===== src/scl_pkg.sv =====
// Constants of the configuration loader.
package scl_pkg;
    localparam logic [2:0] MODE_SPI      = 3'h1;
    localparam logic [2:0] MODE_PAR      = 3'h6;
    localparam logic [7:0] OP_READ       = 8'h03;
    localparam logic [7:0] OP_FAST_READ  = 8'h0B;
    localparam logic [2:0] VS_READ       = 3'h7;
    localparam logic [2:0] VS_FAST       = 3'h5;
    localparam logic [1:0] DUMMY_READ    = 2'h0;
    localparam logic [1:0] DUMMY_FAST    = 2'h1;
    localparam logic [23:0] START_ADDR   = 24'h000000;
    localparam int         FIFO_DEPTH    = 8;
    localparam int         BYTE_W        = 8;
    localparam logic [3:0] DIV_SLOW      = 4'hF;
    localparam logic [3:0] DIV_FAST      = 4'h1;
    localparam logic [5:0] HDR_BITS      = 6'h20;
    localparam logic [4:0] BUSY_LEVEL    = 5'h6;
    typedef enum logic [4:0] {
        ST_IDLE  = 5'b00001,
        ST_HDR   = 5'b00010,
        ST_DUMMY = 5'b00100,
        ST_DATA  = 5'b01000,
        ST_DONE  = 5'b10000
    } scl_state_e;
endpackage


===== src/scl_fifo.sv =====
// Parameterised FIFO that buffers configuration bytes.
`timescale 1ns/10ps
module scl_fifo #(
    parameter int WIDTH = 8,
    parameter int DEPTH = 8
) (
    input  wire logic             clk_sys_i, // System clock.
    input  wire logic             nrst_i,    // Asynchronous reset, active low.
    input  wire logic             in_valid_i, // Write data is valid.
    output logic                  in_ready_o, // FIFO can take a word.
    input  wire logic [WIDTH-1:0] in_data_i,  // Write data.
    output logic                  out_valid_o, // Read data is valid.
    input  wire logic             out_ready_i, // Reader takes the word.
    output logic      [WIDTH-1:0] out_data_o   // Read data.
);
    localparam int AW = $clog2(DEPTH);

    logic [WIDTH-1:0] mem [DEPTH];
    logic [AW-1:0]    wr_ptr;
    logic [AW-1:0]    rd_ptr;
    logic [AW:0]      count;
    logic             do_wr;
    logic             do_rd;

    // Handshakes qualify each transfer.
    assign in_ready_o  = (count < (AW+1)'(DEPTH));
    assign out_valid_o = (count != '0);
    assign do_wr       = in_valid_i && in_ready_o;
    assign do_rd       = out_valid_o && out_ready_i;
    assign out_data_o  = mem[rd_ptr];

    // Storage is written without reset.
    always_ff @(posedge clk_sys_i) begin
        if (do_wr) begin
            mem[wr_ptr] <= in_data_i;
        end
    end

    // Pointers and fill count.
    always_ff @(posedge clk_sys_i or negedge nrst_i) begin
        if (!nrst_i) begin
            wr_ptr <= '0;
            rd_ptr <= '0;
            count  <= '0;
        end else begin
            if (do_wr) begin
                wr_ptr <= AW'(wr_ptr + 1'b1);
            end
            if (do_rd) begin
                rd_ptr <= AW'(rd_ptr + 1'b1);
            end
            if (do_wr && !do_rd) begin
                count <= (AW+1)'(count + 1'b1);
            end else if (do_rd && !do_wr) begin
                count <= (AW+1)'(count - 1'b1);
            end
        end
    end
endmodule // scl_fifo


===== src/scl_loader.sv =====
// Configuration loader for SPI master and slave parallel modes.
`timescale 1ns/10ps
module scl_loader (
    input  wire logic       clk_sys_i,           // 25 MHz system clock.
    input  wire logic       nrst_i,              // Async reset, active low.
    input  wire logic       init_status_n_i,     // Init status pin.
    input  wire logic [2:0] config_mode_select_i, // Mode straps.
    input  wire logic [2:0] read_variant_select_i, // Variant straps.
    input  wire logic       pullup_disable_i,    // Pull-up control strap.
    input  wire logic       keep_interface_i,    // Keep-interface option.
    input  wire logic       clock_rate_setting_i, // Bitstream asks fast clock.
    input  wire logic       load_end_i,          // Loader reached end.
    output logic            done_o,              // Configuration done.
    output logic            config_clock_o,      // Generated flash clock.
    output logic            config_clock_oe_n_o, // Clock drive enable, low.
    input  wire logic       config_clock_i,      // Host clock in.
    output logic            mosi_o,              // Flash data input.
    input  wire logic       serial_data_in_pin_i, // Flash data output.
    output logic            chip_select_out_n_o, // Flash or next select.
    output logic            serial_data_out_o,   // Daisy data out.
    input  wire logic [7:0] parallel_data_i,     // Host data byte.
    input  wire logic       chip_select_in_n_i,  // Host select, low.
    input  wire logic       read_write_n_i,      // Host direction, low write.
    output logic            busy_o,              // Not ready for data.
    output logic            pullup_en_o,         // Enable user pull-ups.
    output logic            strap_pins_user_o,   // Straps free as user I/O.
    output logic            par_pins_user_o,     // Port free as user I/O.
    output logic            upper_address_pins_rsv_o, // Upper pins reserved.
    output logic            flash_ctrl_oe_n_o,   // WP/pause drive, low.
    output logic            byte_valid_o,        // Loaded byte valid.
    input  wire logic       byte_ready_i,        // Consumer takes byte.
    output logic [7:0]      byte_data_o          // Loaded byte.
);
    // Two-flop synchronisers for pins.
    logic [1:0] init_s;
    logic [1:0] config_clock_s;
    logic [1:0] din_s;
    logic [1:0] csi_s;
    logic [1:0] rw_s;
    logic [7:0] pd_s1;
    logic [7:0] pd_s2;
    logic [2:0] mode_s1;
    logic [2:0] mode_s2;
    logic [2:0] vs_s1;
    logic [2:0] vs_s2;
    logic [1:0] pud_s;
    logic       init_q;
    logic       config_clock_q;
    always_ff @(posedge clk_sys_i or negedge nrst_i) begin
        if (!nrst_i) begin
            init_s <= 2'h0;
            config_clock_s <= 2'h0;
            din_s  <= 2'h0;
            csi_s  <= 2'h3;
            rw_s   <= 2'h3;
            pd_s1  <= 8'h00;
            pd_s2  <= 8'h00;
            mode_s1 <= 3'h0;
            mode_s2 <= 3'h0;
            vs_s1   <= 3'h0;
            vs_s2   <= 3'h0;
            pud_s   <= 2'h3;
            init_q <= 1'b0;
            config_clock_q <= 1'b0;
        end else begin
            init_s <= {init_s[0], init_status_n_i};
            config_clock_s <= {config_clock_s[0], config_clock_i};
            din_s  <= {din_s[0], serial_data_in_pin_i};
            csi_s  <= {csi_s[0], chip_select_in_n_i};
            rw_s   <= {rw_s[0], read_write_n_i};
            pd_s1  <= parallel_data_i;
            pd_s2  <= pd_s1;
            mode_s1 <= config_mode_select_i;
            mode_s2 <= mode_s1;
            vs_s1   <= read_variant_select_i;
            vs_s2   <= vs_s1;
            pud_s   <= {pud_s[0], pullup_disable_i};
            init_q <= init_s[1];
            config_clock_q <= config_clock_s[1];
        end
    end

    logic init_rise;
    logic config_clock_rise;
    assign init_rise = init_s[1] && !init_q;
    assign config_clock_rise = config_clock_s[1] && !config_clock_q;

    // Strap capture at init_status_n rise.
    logic [2:0] mode;
    logic [2:0] variant;
    logic       started;
    always_ff @(posedge clk_sys_i or negedge nrst_i) begin
        if (!nrst_i) begin
            mode    <= 3'h0;
            variant <= 3'h0;
            started <= 1'b0;
        end else if (init_rise && !started) begin
            mode    <= mode_s2;
            variant <= vs_s2;
            started <= 1'b1;
        end
    end

    logic is_spi;
    logic is_par;
    assign is_spi = started && (mode == scl_pkg::MODE_SPI);
    assign is_par = started && (mode == scl_pkg::MODE_PAR);

    // Variant decode picks opcode and dummy bytes.
    logic [7:0] opcode;
    logic [1:0] dummy_n;
    always_comb begin
        if (variant == scl_pkg::VS_FAST) begin
            opcode  = scl_pkg::OP_FAST_READ;
            dummy_n = scl_pkg::DUMMY_FAST;
        end else begin
            opcode  = scl_pkg::OP_READ;
            dummy_n = scl_pkg::DUMMY_READ;
        end
    end

    // Read state and buffer room, shared by the divider and the sequencer.
    scl_pkg::scl_state_e state;
    logic                fifo_ready;
    logic                spi_run;
    logic                rx_stall;
    assign spi_run  = (state != scl_pkg::ST_IDLE)
                      && (state != scl_pkg::ST_DONE);
    // Holding the clock while the buffer is full keeps the flash from
    // shifting out bits that would have nowhere to go.
    assign rx_stall = (state == scl_pkg::ST_DUMMY
                       || state == scl_pkg::ST_DATA) && !fifo_ready;

    // Clock divider: starts slow, fast if bitstream asks.
    logic [3:0] div_cnt;
    logic       fast;
    logic       sck;
    logic       sck_fall;
    logic       tick;
    assign tick     = (div_cnt == 4'h0);
    assign sck_fall = tick && sck;
    always_ff @(posedge clk_sys_i or negedge nrst_i) begin
        if (!nrst_i) begin
            div_cnt <= scl_pkg::DIV_SLOW;
            fast    <= 1'b0;
            sck     <= 1'b0;
        end else begin
            if (clock_rate_setting_i) begin
                fast <= 1'b1;
            end
            if (tick) begin
                div_cnt <= fast ? scl_pkg::DIV_FAST : scl_pkg::DIV_SLOW;
                if (!spi_run) begin
                    sck <= 1'b0;
                end else if (!rx_stall) begin
                    sck <= !sck;
                end
            end else begin
                div_cnt <= 4'(div_cnt - 4'h1);
            end
        end
    end

    // SPI read sequencer.
    logic [31:0] shreg;
    logic [5:0]  bit_cnt;
    logic [7:0]  rx;
    logic [2:0]  rx_cnt;
    logic [1:0]  dum_cnt;
    logic        spi_push;
    always_ff @(posedge clk_sys_i or negedge nrst_i) begin
        if (!nrst_i) begin
            state    <= scl_pkg::ST_IDLE;
            shreg    <= 32'h00000000;
            bit_cnt  <= 6'h00;
            rx       <= 8'h00;
            rx_cnt   <= 3'h0;
            dum_cnt  <= 2'h0;
            spi_push <= 1'b0;
        end else begin
            spi_push <= 1'b0;
            case (state)
                scl_pkg::ST_IDLE: begin
                    if (is_spi) begin
                        shreg   <= {opcode, scl_pkg::START_ADDR};
                        bit_cnt <= scl_pkg::HDR_BITS;
                        dum_cnt <= dummy_n;
                        state   <= scl_pkg::ST_HDR;
                    end
                end
                scl_pkg::ST_HDR: begin
                    if (sck_fall && sck) begin
                        shreg   <= {shreg[30:0], 1'b0};
                        bit_cnt <= 6'(bit_cnt - 6'h01);
                        if (bit_cnt == 6'h01) begin
                            state <= (dum_cnt != 2'h0) ?
                                scl_pkg::ST_DUMMY : scl_pkg::ST_DATA;
                        end
                    end
                end
                scl_pkg::ST_DUMMY, scl_pkg::ST_DATA: begin
                    // Bits are taken as the clock falls, a full period after
                    // the flash drove them, which covers the input's lag.
                    if (load_end_i) begin
                        state <= scl_pkg::ST_DONE;
                    end else if (sck_fall && fifo_ready) begin
                        rx     <= {rx[6:0], din_s[1]};
                        rx_cnt <= 3'(rx_cnt + 3'h1);
                        if (rx_cnt == 3'h7) begin
                            if (state == scl_pkg::ST_DUMMY) begin
                                dum_cnt <= 2'(dum_cnt - 2'h1);
                                if (dum_cnt == 2'h1) begin
                                    state <= scl_pkg::ST_DATA;
                                end
                            end else begin
                                spi_push <= 1'b1;
                            end
                        end
                    end
                end
                scl_pkg::ST_DONE: begin
                    state <= scl_pkg::ST_DONE;
                end
                default: begin
                    state <= scl_pkg::ST_IDLE;
                end
            endcase
        end
    end

    // Parallel capture on host clock rise.
    logic       par_push;
    logic [7:0] par_byte;
    always_ff @(posedge clk_sys_i or negedge nrst_i) begin
        if (!nrst_i) begin
            par_push <= 1'b0;
            par_byte <= 8'h00;
        end else begin
            par_push <= 1'b0;
            if (is_par && !done_o && config_clock_rise && !csi_s[1] && !rw_s[1]
                && fifo_ready) begin
                par_byte <= pd_s2;
                par_push <= 1'b1;
            end
        end
    end

    // Done flag.
    always_ff @(posedge clk_sys_i or negedge nrst_i) begin
        if (!nrst_i) begin
            done_o <= 1'b0;
        end else if (started && load_end_i) begin
            done_o <= 1'b1;
        end
    end

    // Byte FIFO between loaders and consumer.
    scl_fifo #(
        .WIDTH (scl_pkg::BYTE_W),
        .DEPTH (scl_pkg::FIFO_DEPTH)
    ) u_fifo (
        .clk_sys_i   (clk_sys_i),
        .nrst_i      (nrst_i),
        .in_valid_i  (spi_push || par_push),
        .in_ready_o  (fifo_ready),
        .in_data_i   (par_push ? par_byte : rx),
        .out_valid_o (byte_valid_o),
        .out_ready_i (byte_ready_i),
        .out_data_o  (byte_data_o)
    );

    // Pin drive and pin roles.
    assign config_clock_o      = sck;
    assign config_clock_oe_n_o = !(is_spi && !done_o);
    assign mosi_o              = shreg[31];
    assign chip_select_out_n_o = !(is_spi && (state != scl_pkg::ST_IDLE)
                                 && (state != scl_pkg::ST_DONE));
    assign serial_data_out_o   = din_s[1];
    assign busy_o              = is_par && !fifo_ready;
    assign pullup_en_o         = !done_o && !pud_s[1];
    assign strap_pins_user_o   = done_o;
    assign par_pins_user_o     = done_o && !keep_interface_i;
    assign upper_address_pins_rsv_o = !done_o || keep_interface_i;
    assign flash_ctrl_oe_n_o   = 1'b1;
endmodule // scl_loader


===== config.mk =====
export PLATFORM = sky130hd
export DESIGN_NAME = scl_loader
export DESIGN_NICKNAME = d
export VERILOG_FILES = /design/src/scl_pkg.sv /design/src/scl_fifo.sv /design/src/scl_loader.sv
export SDC_FILE = /design/constraint.sdc
export NUM_CORES = 1
export LEC_CHECK = 0
export ABC_AREA = 0
export BUFFER_PORTS_ARGS = -buffer_cell sky130_fd_sc_hd__buf_2
export CELL_PAD_IN_SITES_DETAIL_PLACEMENT = 0
export CELL_PAD_IN_SITES_GLOBAL_PLACEMENT = 1
export CORE_UTILIZATION = 54
export DETAILED_ROUTE_END_ITERATION = 8
export PLACE_DENSITY_LB_ADDON = 0.1
export SETUP_SLACK_MARGIN = 0.15
export SLEW_MARGIN = 10
export SYNTH_ARGS = -nofsm -noshare
export SYNTH_HDL_FRONTEND = slang
export SYNTH_HIERARCHICAL = 1
export SYNTH_SLANG_ARGS = --single-unit

===== constraint.sdc =====
create_clock -name clk_sys_i -period 4.6 [get_ports clk_sys_i]
set_input_delay 0.23 -clock clk_sys_i [delete_from_list [all_inputs] [get_ports clk_sys_i]]
set_output_delay 0.23 -clock clk_sys_i [all_outputs]
set_load 0.01 [all_outputs]

---- Word-level counts from Yosys, hierarchy flattened ----
Memories as Yosys holds them, arrays and structs flattened.
Index checks and enable logic that the tools add are counted.
W data, S select, Z words.
operators by class
  mux-type cells .......................... 39
  $add $sub $neg .......................... 8
  reduce and logical (&&, ||, !) cells .... 55
  bitwise gates (word level) .............. 1
  equality and inequality tests ........... 25
  magnitude comparators ................... 1
operator list
  kind                   number
  $mux W32               2
  $pmux W32 S2           1
  $mux W5                8
  $logic_and A1 B1 Y1    26
  $mux W4                6
  $pmux W5 S4            1
  $ne A2 B2 Y1 const B   8
  $logic_not A1 Y1       14
  $mux W6                2
  $ne A3 B3 Y1 const B   4
  $pmux W6 S2            1
  $mux W1                11
  $mux W2                5
  $add A3 B1 Y3 const B  3
  $eq A3 B3 Y1 const B   3
  $mux W8                1
  $reduce_bool A2 Y1     4
  $sub A4 B1 Y4 const B  2
  $reduce_and A7 Y1      1
  $eq A6 B1 Y1 const B   1
  $reduce_and A3 Y1      2
  $reduce_and A6 Y1      1
  $sub A6 B1 Y6 const B  1
  $eq A5 B1 Y1 const B   1
  other kinds (18)       20
word-level totals
  output and inout bits ................... 21
  bits in writable memories ............... 64
  memories ................................ 1
  bits in registers ....................... 132
memories
  memory      words  width  read ports  clocked after memory_dff  write ports  RTL line        source
  u_fifo.mem  8      8      1           0                         1            scl_fifo.sv:18  logic [WIDTH-1:0] mem [DEPTH];

---- Depth between registers and ports, before layout ----
Gate-level depths: netlist of the first run.
  depth after elaboration ................. 8
  mapped depth ............................ 10

---- Modules after synthesis ----
Netlist of the first run, hierarchy kept.
modules (own cells, without submodules)
  module      cells an instance  area an instance (µm²)  instances
  scl_loader  296                3,847.4                 1
  scl_fifo    155                3,094.2                 1

---- Least setup slack after synthesis of the first run ----
OpenSTA, ideal clock, no wires.
  kind .................................... register to register
  start point ............................. reg u_fifo.count[0]
  end point ............................... reg u_fifo.count[3]
  path slack .............................. 1.968 ns
  setup time .............................. 0.131 ns
  data arrival time ....................... 2.501 ns
  stages on the path, launching flop included .. 9
  clock period less this slack ............ 2.632 ns
  cells stage by stage .................... dfrtp_1 -> or4_4 -> nand2_1 -> ha_1 -> inv_1 -> ha_1 -> or4_1 -> o211ai_1 -> o211ai_1
on the way
  longest elaborated chain between the ends .. 5
  elaborated cells between the ends (all ways) .. 13
  those cells by class .................... add/sub (2); order compare (1); mux (2); reduce/logical (8)
RTL lines
  item                                                  RTL line          source
  from (decl)                                           scl_fifo.sv:21    logic [AW:0] count;
  from (signal assigned)                                scl_fifo.sv:53    count <= (AW+1)'(count + 1'b1);
  from (signal assigned)                                scl_fifo.sv:55    count <= (AW+1)'(count - 1'b1);
  $reduce_bool A4 Y1 (*)                                scl_fifo.sv:27    assign out_valid_o = (count != '0);
  via byte_valid_o                                      scl_loader.sv:30  output logic byte_valid_o,
  $logic_and A1 B1 Y1 (*)                               scl_fifo.sv:29    assign do_rd = out_valid_o && out_ready_i;
  $logic_not A1 Y1                                      scl_fifo.sv:52    if (do_wr && !do_rd) begin
  $logic_and A1 B1 Y1                                   scl_fifo.sv:52
  $mux W4 / $reduce_bool A2 Y1 (equally long branches)  -
The timed path passes the listed nets; every way through them passes the cells marked *. The select of a mux whose other input is x is not followed.
A chain may end at the register's enable or synchronous reset.

---- Worst setup path after layout of the first run ----
  start point ............................. reg u_fifo.count[0]
  end point ............................... reg u_fifo.count[3]
on the way
  longest elaborated chain between the ends .. 5
  elaborated cells between the ends (all ways) .. 13
  those cells by class .................... add/sub (2); order compare (1); mux (2); reduce/logical (8)
RTL lines
  item                                                            RTL line
  $lt A4 B4 Y1 / $reduce_bool A4 Y1 (equally long branches)       scl_fifo.sv:26, scl_fifo.sv:27
  $logic_and A1 B1 Y1, on equally long branches                   scl_fifo.sv:28, scl_fifo.sv:29
  $logic_not A1 Y1, on equally long branches                      scl_fifo.sv:54, scl_fifo.sv:52
  $logic_and A1 B1 Y1, on equally long branches                   scl_fifo.sv:54, scl_fifo.sv:52
  $reduce_bool A2 Y1 (no line) / $mux W4 (equally long branches)  -
Several ways; a longest one is shown, not always the timed one. The select of a mux whose other input is x is not followed.

==> results of run 1 <==
==> state kept, by name (all words and copies together), names as in the netlist, 4 cells and up <==
signal	count
u_fifo/count	4
rx	8
par_byte	8
state	5
shreg	8
u_fifo/mem	64
pd_s1	8
pd_s2	8
bit_cnt	6
div_cnt	4
==> cells by family (layout without fill, tap and decap cells) <==
kind of cell             count (synthesis)  in the layout  synth area share [%]
XOR/XNOR                                12             12                  1.51
other                                    1              1                0.0540
adder cells (fa/ha/maj)                 14             14                  2.63
flip-flops                             172            172                  66.8
multiplexers                            56             56                  12.5
buffers and inverters                   31            116                  2.67
AO/OA/AOI/OAI                           42             42                  4.16
AND/OR/NAND/NOR                        123            123                  9.70
==> report_power, final <==
| group | internal, mW | total, mW | switching [mW] | leakage, nW |
|---|---|---|---|---|
| combinational | 0.299 | 0.545 | 0.246 | 1.17 |
| clock | 0.814 | 1.39 | 0.576 | 0.289 |
| sequential | 1.70 | 1.87 | 0.173 | 1.86 |
==> through the flow <==
step                      hold slack [ns]  power (mW)
after floorplan                   -0.0656        2.30
after global placement              0.332        2.42
after detailed placement            0.335        2.44
after CTS                          0.0716        3.85
after global routing               0.0912        3.99
final                              0.0906        3.80
==> worst max-delay path by stage <==
stage | startpoint | end | slack [ns] | cells after the start
2_1_floorplan | u_fifo/count[0]$_DFFE_PN0P_ | u_fifo/count[3]$_DFFE_PN0P_ | 1.97 | 8
3_3_place_gp | u_fifo/count[0]$_DFFE_PN0P_ | u_fifo/count[3]$_DFFE_PN0P_ | 1.89 | 8
3_5_place_dp | u_fifo/count[0]$_DFFE_PN0P_ | u_fifo/count[3]$_DFFE_PN0P_ | 1.80 | 8
4_1_cts | u_fifo/count[0]$_DFFE_PN0P_ | u_fifo/count[3]$_DFFE_PN0P_ | 1.80 | 8
5_1_grt | par_push$_DFF_PN0_ | u_fifo/count[3]$_DFFE_PN0P_ | 1.65 | 8
6_report | u_fifo/count[0]$_DFFE_PN0P_ | u_fifo/count[3]$_DFFE_PN0P_ | 1.79 | 8
==> per-layer routing <==
| layer | wire [µm] | vias up | track usage, % |
|---|---|---|---|
| met5 | 0 | - | 0 |
| met4 | 129 | 0 | 6.93 |
| met3 | 466 | 12 | 6.64 |
| met2 | 5400 | 71 | 29.8 |
| met1 | 5410 | 1906 | 25.4 |
| li1 | - | 1788 | - |
==> synthesized netlist by cell type, types with 2 or more instances <==
cell,number
nand3_1,7
o21ai_0,14
a21o_1,2
ha_1,13
o21ai_1,2
nand2b_1,7
mux4_1,16
buf_2,3
inv_1,13
or4_1,2
dfstp_2,11
nor3_1,5
mux2i_1,5
or3_1,2
a22o_1,4
buf_4,2
nand3b_1,4
xnor2_1,7
buf_6,4
a31oi_1,3
clkbuf_1,5
and4bb_2,3
a21oi_1,6
xor2_1,5
mux2_2,34
or2_2,3
nand2_1,50
nor4_2,2
and3_1,2
dfrtp_1,97
edfxtp_1,64
nor2_1,21
o211ai_1,2
==> critical path, cell delays in order (launching register included) <==
cell and delay, ns:
dfrtp_1 0.44, or4_4 0.57, nand2_1 0.17, ha_1 0.26, inv_1 0.14, ha_1 0.37
or4_1 0.53, o211ai_1 0.10, o211ai_1 0.10
==> cell type report <==
type / instances / area (µm²)
clock buffer: 22 / 485
clock inverter: 10 / 98.8
fill: 947 / 4490
inverter: 14 / 52.6
multi-input combinational: 248 / 2120
sequential: 172 / 4640
tap: 172 / 215
timing repair buffer: 70 / 470
==> what timing repair did <==
item	4_1_cts	5_1_grt
hold endpoints to repair	79	0
hold buffers	22	0
endpoints found under the setup margin	0	0
gates resized for setup	0	0
==> qor.yml, run 1 <==
outcome: "finished clean"
period_needed_ns: 2.81
r2r-end: "u_fifo/count[3]$_DFFE_PN0P_"
async_flop_share_pct: 62.8
reg2reg_depth: 8
grt.overflow.total: 0
final_common_cell: "dfrtp_1"
cts.clk_slew.worst_paths_ns: 0.06
fin_crit_sh_pct: 61.1
ys_top_cells_by_area: "dfrtp_1, edfxtp_1, mux4_1"
reg2reg_from: "u_fifo/count[0]$_DFFE_PN0P_"
postRouteAntennaNets: 0
finalHoldViolCount: 0
reg2reg_slack_ns: 1.79
ys_types: 64
pre_cts_slack_ns: 1.80
cp-end-kind: "register"
start_util_pct: 55.2
post-synth-top-area-cell: "dfrtp_1"
final_cell_mix: "dfrtp_1, edfxtp_1, nand2_1"
required_ns: 4.90
area_growth_syn_to_layout_pct: 16.4
hold_end: "u_fifo/rd_ptr[2]$_DFFE_PN0P_"
die_width_um: 115
insertion_delay_ns: 0.42
wl_um: 11400
clock_skew_ns: 0.00825
antenna_cells: 0
htreeDepth: 4
antenna_found_initial: 0
layout-drive-gt1-share_pct: 26.9
clock_path_buffers: 2
final_area_um2: 8080
grt_pass1_vias: 3784
setup_tns_ns: 0
worstSetupPathType: "reg -> reg"
instances_no_fill: 708
ys_warn_count: 6
root_buffer: "clkbuf_16"
p_leak_nw: 3.32
ios: 47
drc: 0
vias_per_cell: 5.33
grt_usage_pct: 19.3
placed_cell_area_um2: 7270
setup_ws_ns: 1.79
gp_congestion: 0.842
ys_seq_elements: 172
rows: 41
slew_headroom_pct: 40.3
critical_path.max_fanout: 6
fp.dieH_um: 115
clock-sinks: 172
nets: 563
holdPathStages: 3
tightest_slew_ns: 0.896
core_area_um2: 12600
io_buffers: 45
cts_setup_buffers: 0
syn-cell-area_um2: 6940
drtIter0Drc: 234
ys_seq_area_share_pct: 66.8
power_density_nw_per_um2: 471
dr.pass1.iters: 4
maxCapViolCount: 0
vias: 3777
clock.fmax_ghz: 0.356
die-area_um2: 13300
drv_slew: 0
utilization_pct: 64.3
syn-num-nets: 491
synth_top_area_share_pct: 35.0
dpl.hpwl_um: 7190
hold_start: "byte_ready_i"
rsz0062_at_grt: "no"
cp-start-kind: "register"
postSynthCellCount: 451
synth_edf_count: 64
wire_per_inst_um: 16.1
min_path_type: "in -> reg"
grt_first_pass_wirelength_um: 18700
numCtsBuffers: 17
dp_cells: 654
syn_area_per_cell_um2: 15.4
tritoncts: "done"
vdd_drop_max_v: 0.000236
crit_arrival_ns: 3.11
ys.flop_type: "dfrtp_1"
setup_viol: 0
grt_max_degree: 67
Note: power is estimated with default switching activity, not from simulation.
==> run 2, diff against run 1 <==
--- a/config.mk
+++ b/config.mk
@@ -5,11 +5,11 @@
 export SDC_FILE = /design/constraint.sdc
 export NUM_CORES = 1
 export LEC_CHECK = 0
-export ABC_AREA = 0
+export ABC_AREA = 1
 export BUFFER_PORTS_ARGS = -buffer_cell sky130_fd_sc_hd__buf_2
 export CELL_PAD_IN_SITES_DETAIL_PLACEMENT = 0
 export CELL_PAD_IN_SITES_GLOBAL_PLACEMENT = 1
-export CORE_UTILIZATION = 54
+export CORE_UTILIZATION = 43
 export DETAILED_ROUTE_END_ITERATION = 8
 export PLACE_DENSITY_LB_ADDON = 0.1
 export SETUP_SLACK_MARGIN = 0.15
==> constraint.sdc (replaced) <==
create_clock -name clk_sys_i -period 2.45 [get_ports clk_sys_i]
set_input_delay 0.1225 -clock clk_sys_i [delete_from_list [all_inputs] [get_ports clk_sys_i]]
set_output_delay 0.1225 -clock clk_sys_i [all_outputs]
set_load 0.01 [all_outputs]
==> qor.yml, run 2 <==
outcome: "finished clean"
grt.overflow.total: 0
root_buffer: "clkbuf_16"
htreeDepth: 4
syn-num-nets: 762
synth_fa_ha_area_share_pct: 2.51
instances_no_fill: 1044
die_width_um: 132
tightest_slew_ns: 0.767
min_path_type: "in -> reg"
power_density_nw_per_um2: 809
synth_edf_count: 64
antenna_cells: 0
antenna_found_initial: 0
period_needed_ns: 2.07
comb_power_share_pct: 15.0
critical_path.max_fanout: 6
syn_area_per_cell_um2: 10.1
hold_start: "load_end_i"
postSynthCellCount: 722
p_int_mw: 4.95
synth_xor_area_share_pct: 1.42
post-synth-top-area-cell: "dfrtp_1"
io_buffers: 45
pwr-share-seq_pct: 48.2
synth-compound-area-share_pct: 3.86
rows: 47
switching_share_pct: 29.0
final_common_cell: "nand2_1"
core_area_um2: 16600
r2r-end: "u_fifo/count[3]$_DFFE_PN0P_"
final_cell_mix: "nand2_1, nor2_1, dfrtp_1"
dpl.hpwl_um: 9120
syn-cell-area_um2: 7290
dr.pass1.iters: 6
ys_types: 41
drtIter0Drc: 238
regMostFlops: "u_fifo/mem"
finalHoldViolCount: 0
largest_reg_flops: 64
grt_usage_pct: 17.3
die-area_um2: 17500
grt_max_degree: 67
pre_cts_slack_ns: 0.398
ys_top_cells_by_area: "dfrtp_1, edfxtp_1, nand2_1"
setup_tns_ns: 0
clock-sinks: 172
setup_ws_ns: 0.382
required_ns: 2.77
hold_end: "state[3]$_DFFE_PN0P_"
slew_headroom_pct: 48.3
p_leak_nw: 3.99
yosysMostFrequentCell: "nand2_1"
synth_common_cells: "nand2_1, nor2_1, dfrtp_1, inv_1, edfxtp_1"
cts.clk_slew.worst_paths_ns: 0.07
synth_top_family_by_area: "simple AND/OR/NAND/NOR gates"
dp_cells: 989
grt_first_pass_wirelength_um: 23200
worstSetupPathType: "reg -> reg"
start_util_pct: 44.0
holdPathStages: 4
synth_mux_area_share_pct: 0.772
cts_setup_buffers: 0
vias: 4764
hold_slack_ns: 0.0784
ys_warn_count: 6
clock_path_buffers: 2
switchingPower_mw: 2.02
synth_simple_gate_area_share_pct: 21.7
async_flop_share_pct: 62.8
grt_pass1_vias: 4664
clkPwrFrac_pct: 36.8
fp.dieH_um: 132
synth_top_area_share_pct: 33.3
ys_seq_area_share_pct: 63.6
nets: 851
numCtsBuffers: 17
rsz0062_at_grt: "no"
fill_cells: 1509
wl_um: 13400
clock_skew_ns: 0.00837
ys_seq_elements: 172
reg2reg_slack_ns: 0.38
fin_crit_sh_pct: 84.4
reg2reg_from: "par_push$_DFF_PN0_"
cp-end-kind: "register"
gp_congestion: 0.769
reg2reg_depth: 11
area_growth_syn_to_layout_pct: 18.3
ys.flop_type: "dfrtp_1"
crit_arrival_ns: 2.38
insertion_delay_ns: 0.42
vdd_drop_max_v: 0.000484
layout-drive-gt1-share_pct: 18.9
maxCapViolCount: 0
setup_viol: 0
cp-start-kind: "register"
clock.fmax_ghz: 0.484
ios: 47
drv_slew: 0
tritoncts: "done"
wire_per_inst_um: 12.8
drc: 0
postRouteAntennaNets: 0
vias_per_cell: 4.56
run 2: cell count changes after synthesis, sizes merged, moves of 7 or more:
cell | before | now
nand3 | 8 | 22
mux4 | 16 | 0
inv | 14 | 81
nand2 | 51 | 224
nor2 | 22 | 112
mux2 | 35 | 5
nand2b | 7 | 0
o21ai | 16 | 30
run 2: power groups by stage:
stage                     Clock (mW)  Combinational (mW)  Sequential [mW]
after floorplan                    0               0.822             3.39
after detailed placement           0                1.03             3.41
after global routing            2.77                1.21             3.38
after global placement             0                1.01             3.41
final                           2.57                1.05             3.36
after CTS                       2.65                1.06             3.36
run 2: how the worst max path moves through the flow:
stage / start / end / slack, ns / cells past startpoint
floorplan: par_push$_DFF_PN0_ / u_fifo/count[3]$_DFFE_PN0P_ / 0.44 / 11
global placement: par_push$_DFF_PN0_ / u_fifo/count[3]$_DFFE_PN0P_ / 0.42 / 11
detailed placement: par_push$_DFF_PN0_ / u_fifo/count[3]$_DFFE_PN0P_ / 0.40 / 11
CTS: par_push$_DFF_PN0_ / u_fifo/count[3]$_DFFE_PN0P_ / 0.37 / 11
global route: u_fifo/count[0]$_DFFE_PN0P_ / u_fifo/count[3]$_DFFE_PN0P_ / 0.23 / 11
finish: par_push$_DFF_PN0_ / u_fifo/count[3]$_DFFE_PN0P_ / 0.38 / 11
run 2: cell type report:
class / count / area (µm²) / share of cell area (%)
clock buffer: 17 / 425 / 4.93
clock inverter: 15 / 143 / 1.65
inverter: 82 / 308 / 3.57
multi-input combinational: 451 / 2210 / 25.6
sequential: 172 / 4640 / 53.8
tap: 220 / 275 / 3.19
timing repair buffer: 87 / 626 / 7.25
run 2: routing by layer:
metal,share of wire [%],track usage (%)
met1,47,22.2
met2,48,28.8
met3,3.0,3.34
met4,1.7,7.09
met5,0,0
run 2: through the flow:
stage | utilization [%] | cell area (µm²) | power, mW
CTS | 52.0 | 8630 | 7.07
finish | 52.0 | 8630 | 6.98
detailed placement | 47.2 | 7830 | 4.45
global route | 52.0 | 8630 | 7.36
global placement | 47.2 | 7830 | 4.42
floorplan | - | 7290 | 4.21
run 2: repair_timing:
item	in CTS	in global routing
hold buffers	23	0
endpoints found under the hold margin	71	0
gates resized for setup	0	0
run 2: logic make-up (layout without fill, tap and decap cells):
logic type                 count (synthesis)  in the layout
and+or+nand+nor                          376            376
other                                      1              1
AOI/OAI and AO/OA                         44             44
muxes                                      5              5
xor gates and xnor gates                  11             11
adders and majority gates                 14             14
DFF                                      172            172
buffers and inverters                     99            201
run 2: critical path: stages, from the launching register on:
cell and delay (ns):
dfrtp_1 0.37, or2_2 0.29, inv_1 0.09, nor2_4 0.05, ha_1 0.21, inv_1 0.14
ha_1 0.27, or2_2 0.31, nand2_1 0.07, nand2_1 0.04, nand3_1 0.06, nand2_1 0.05
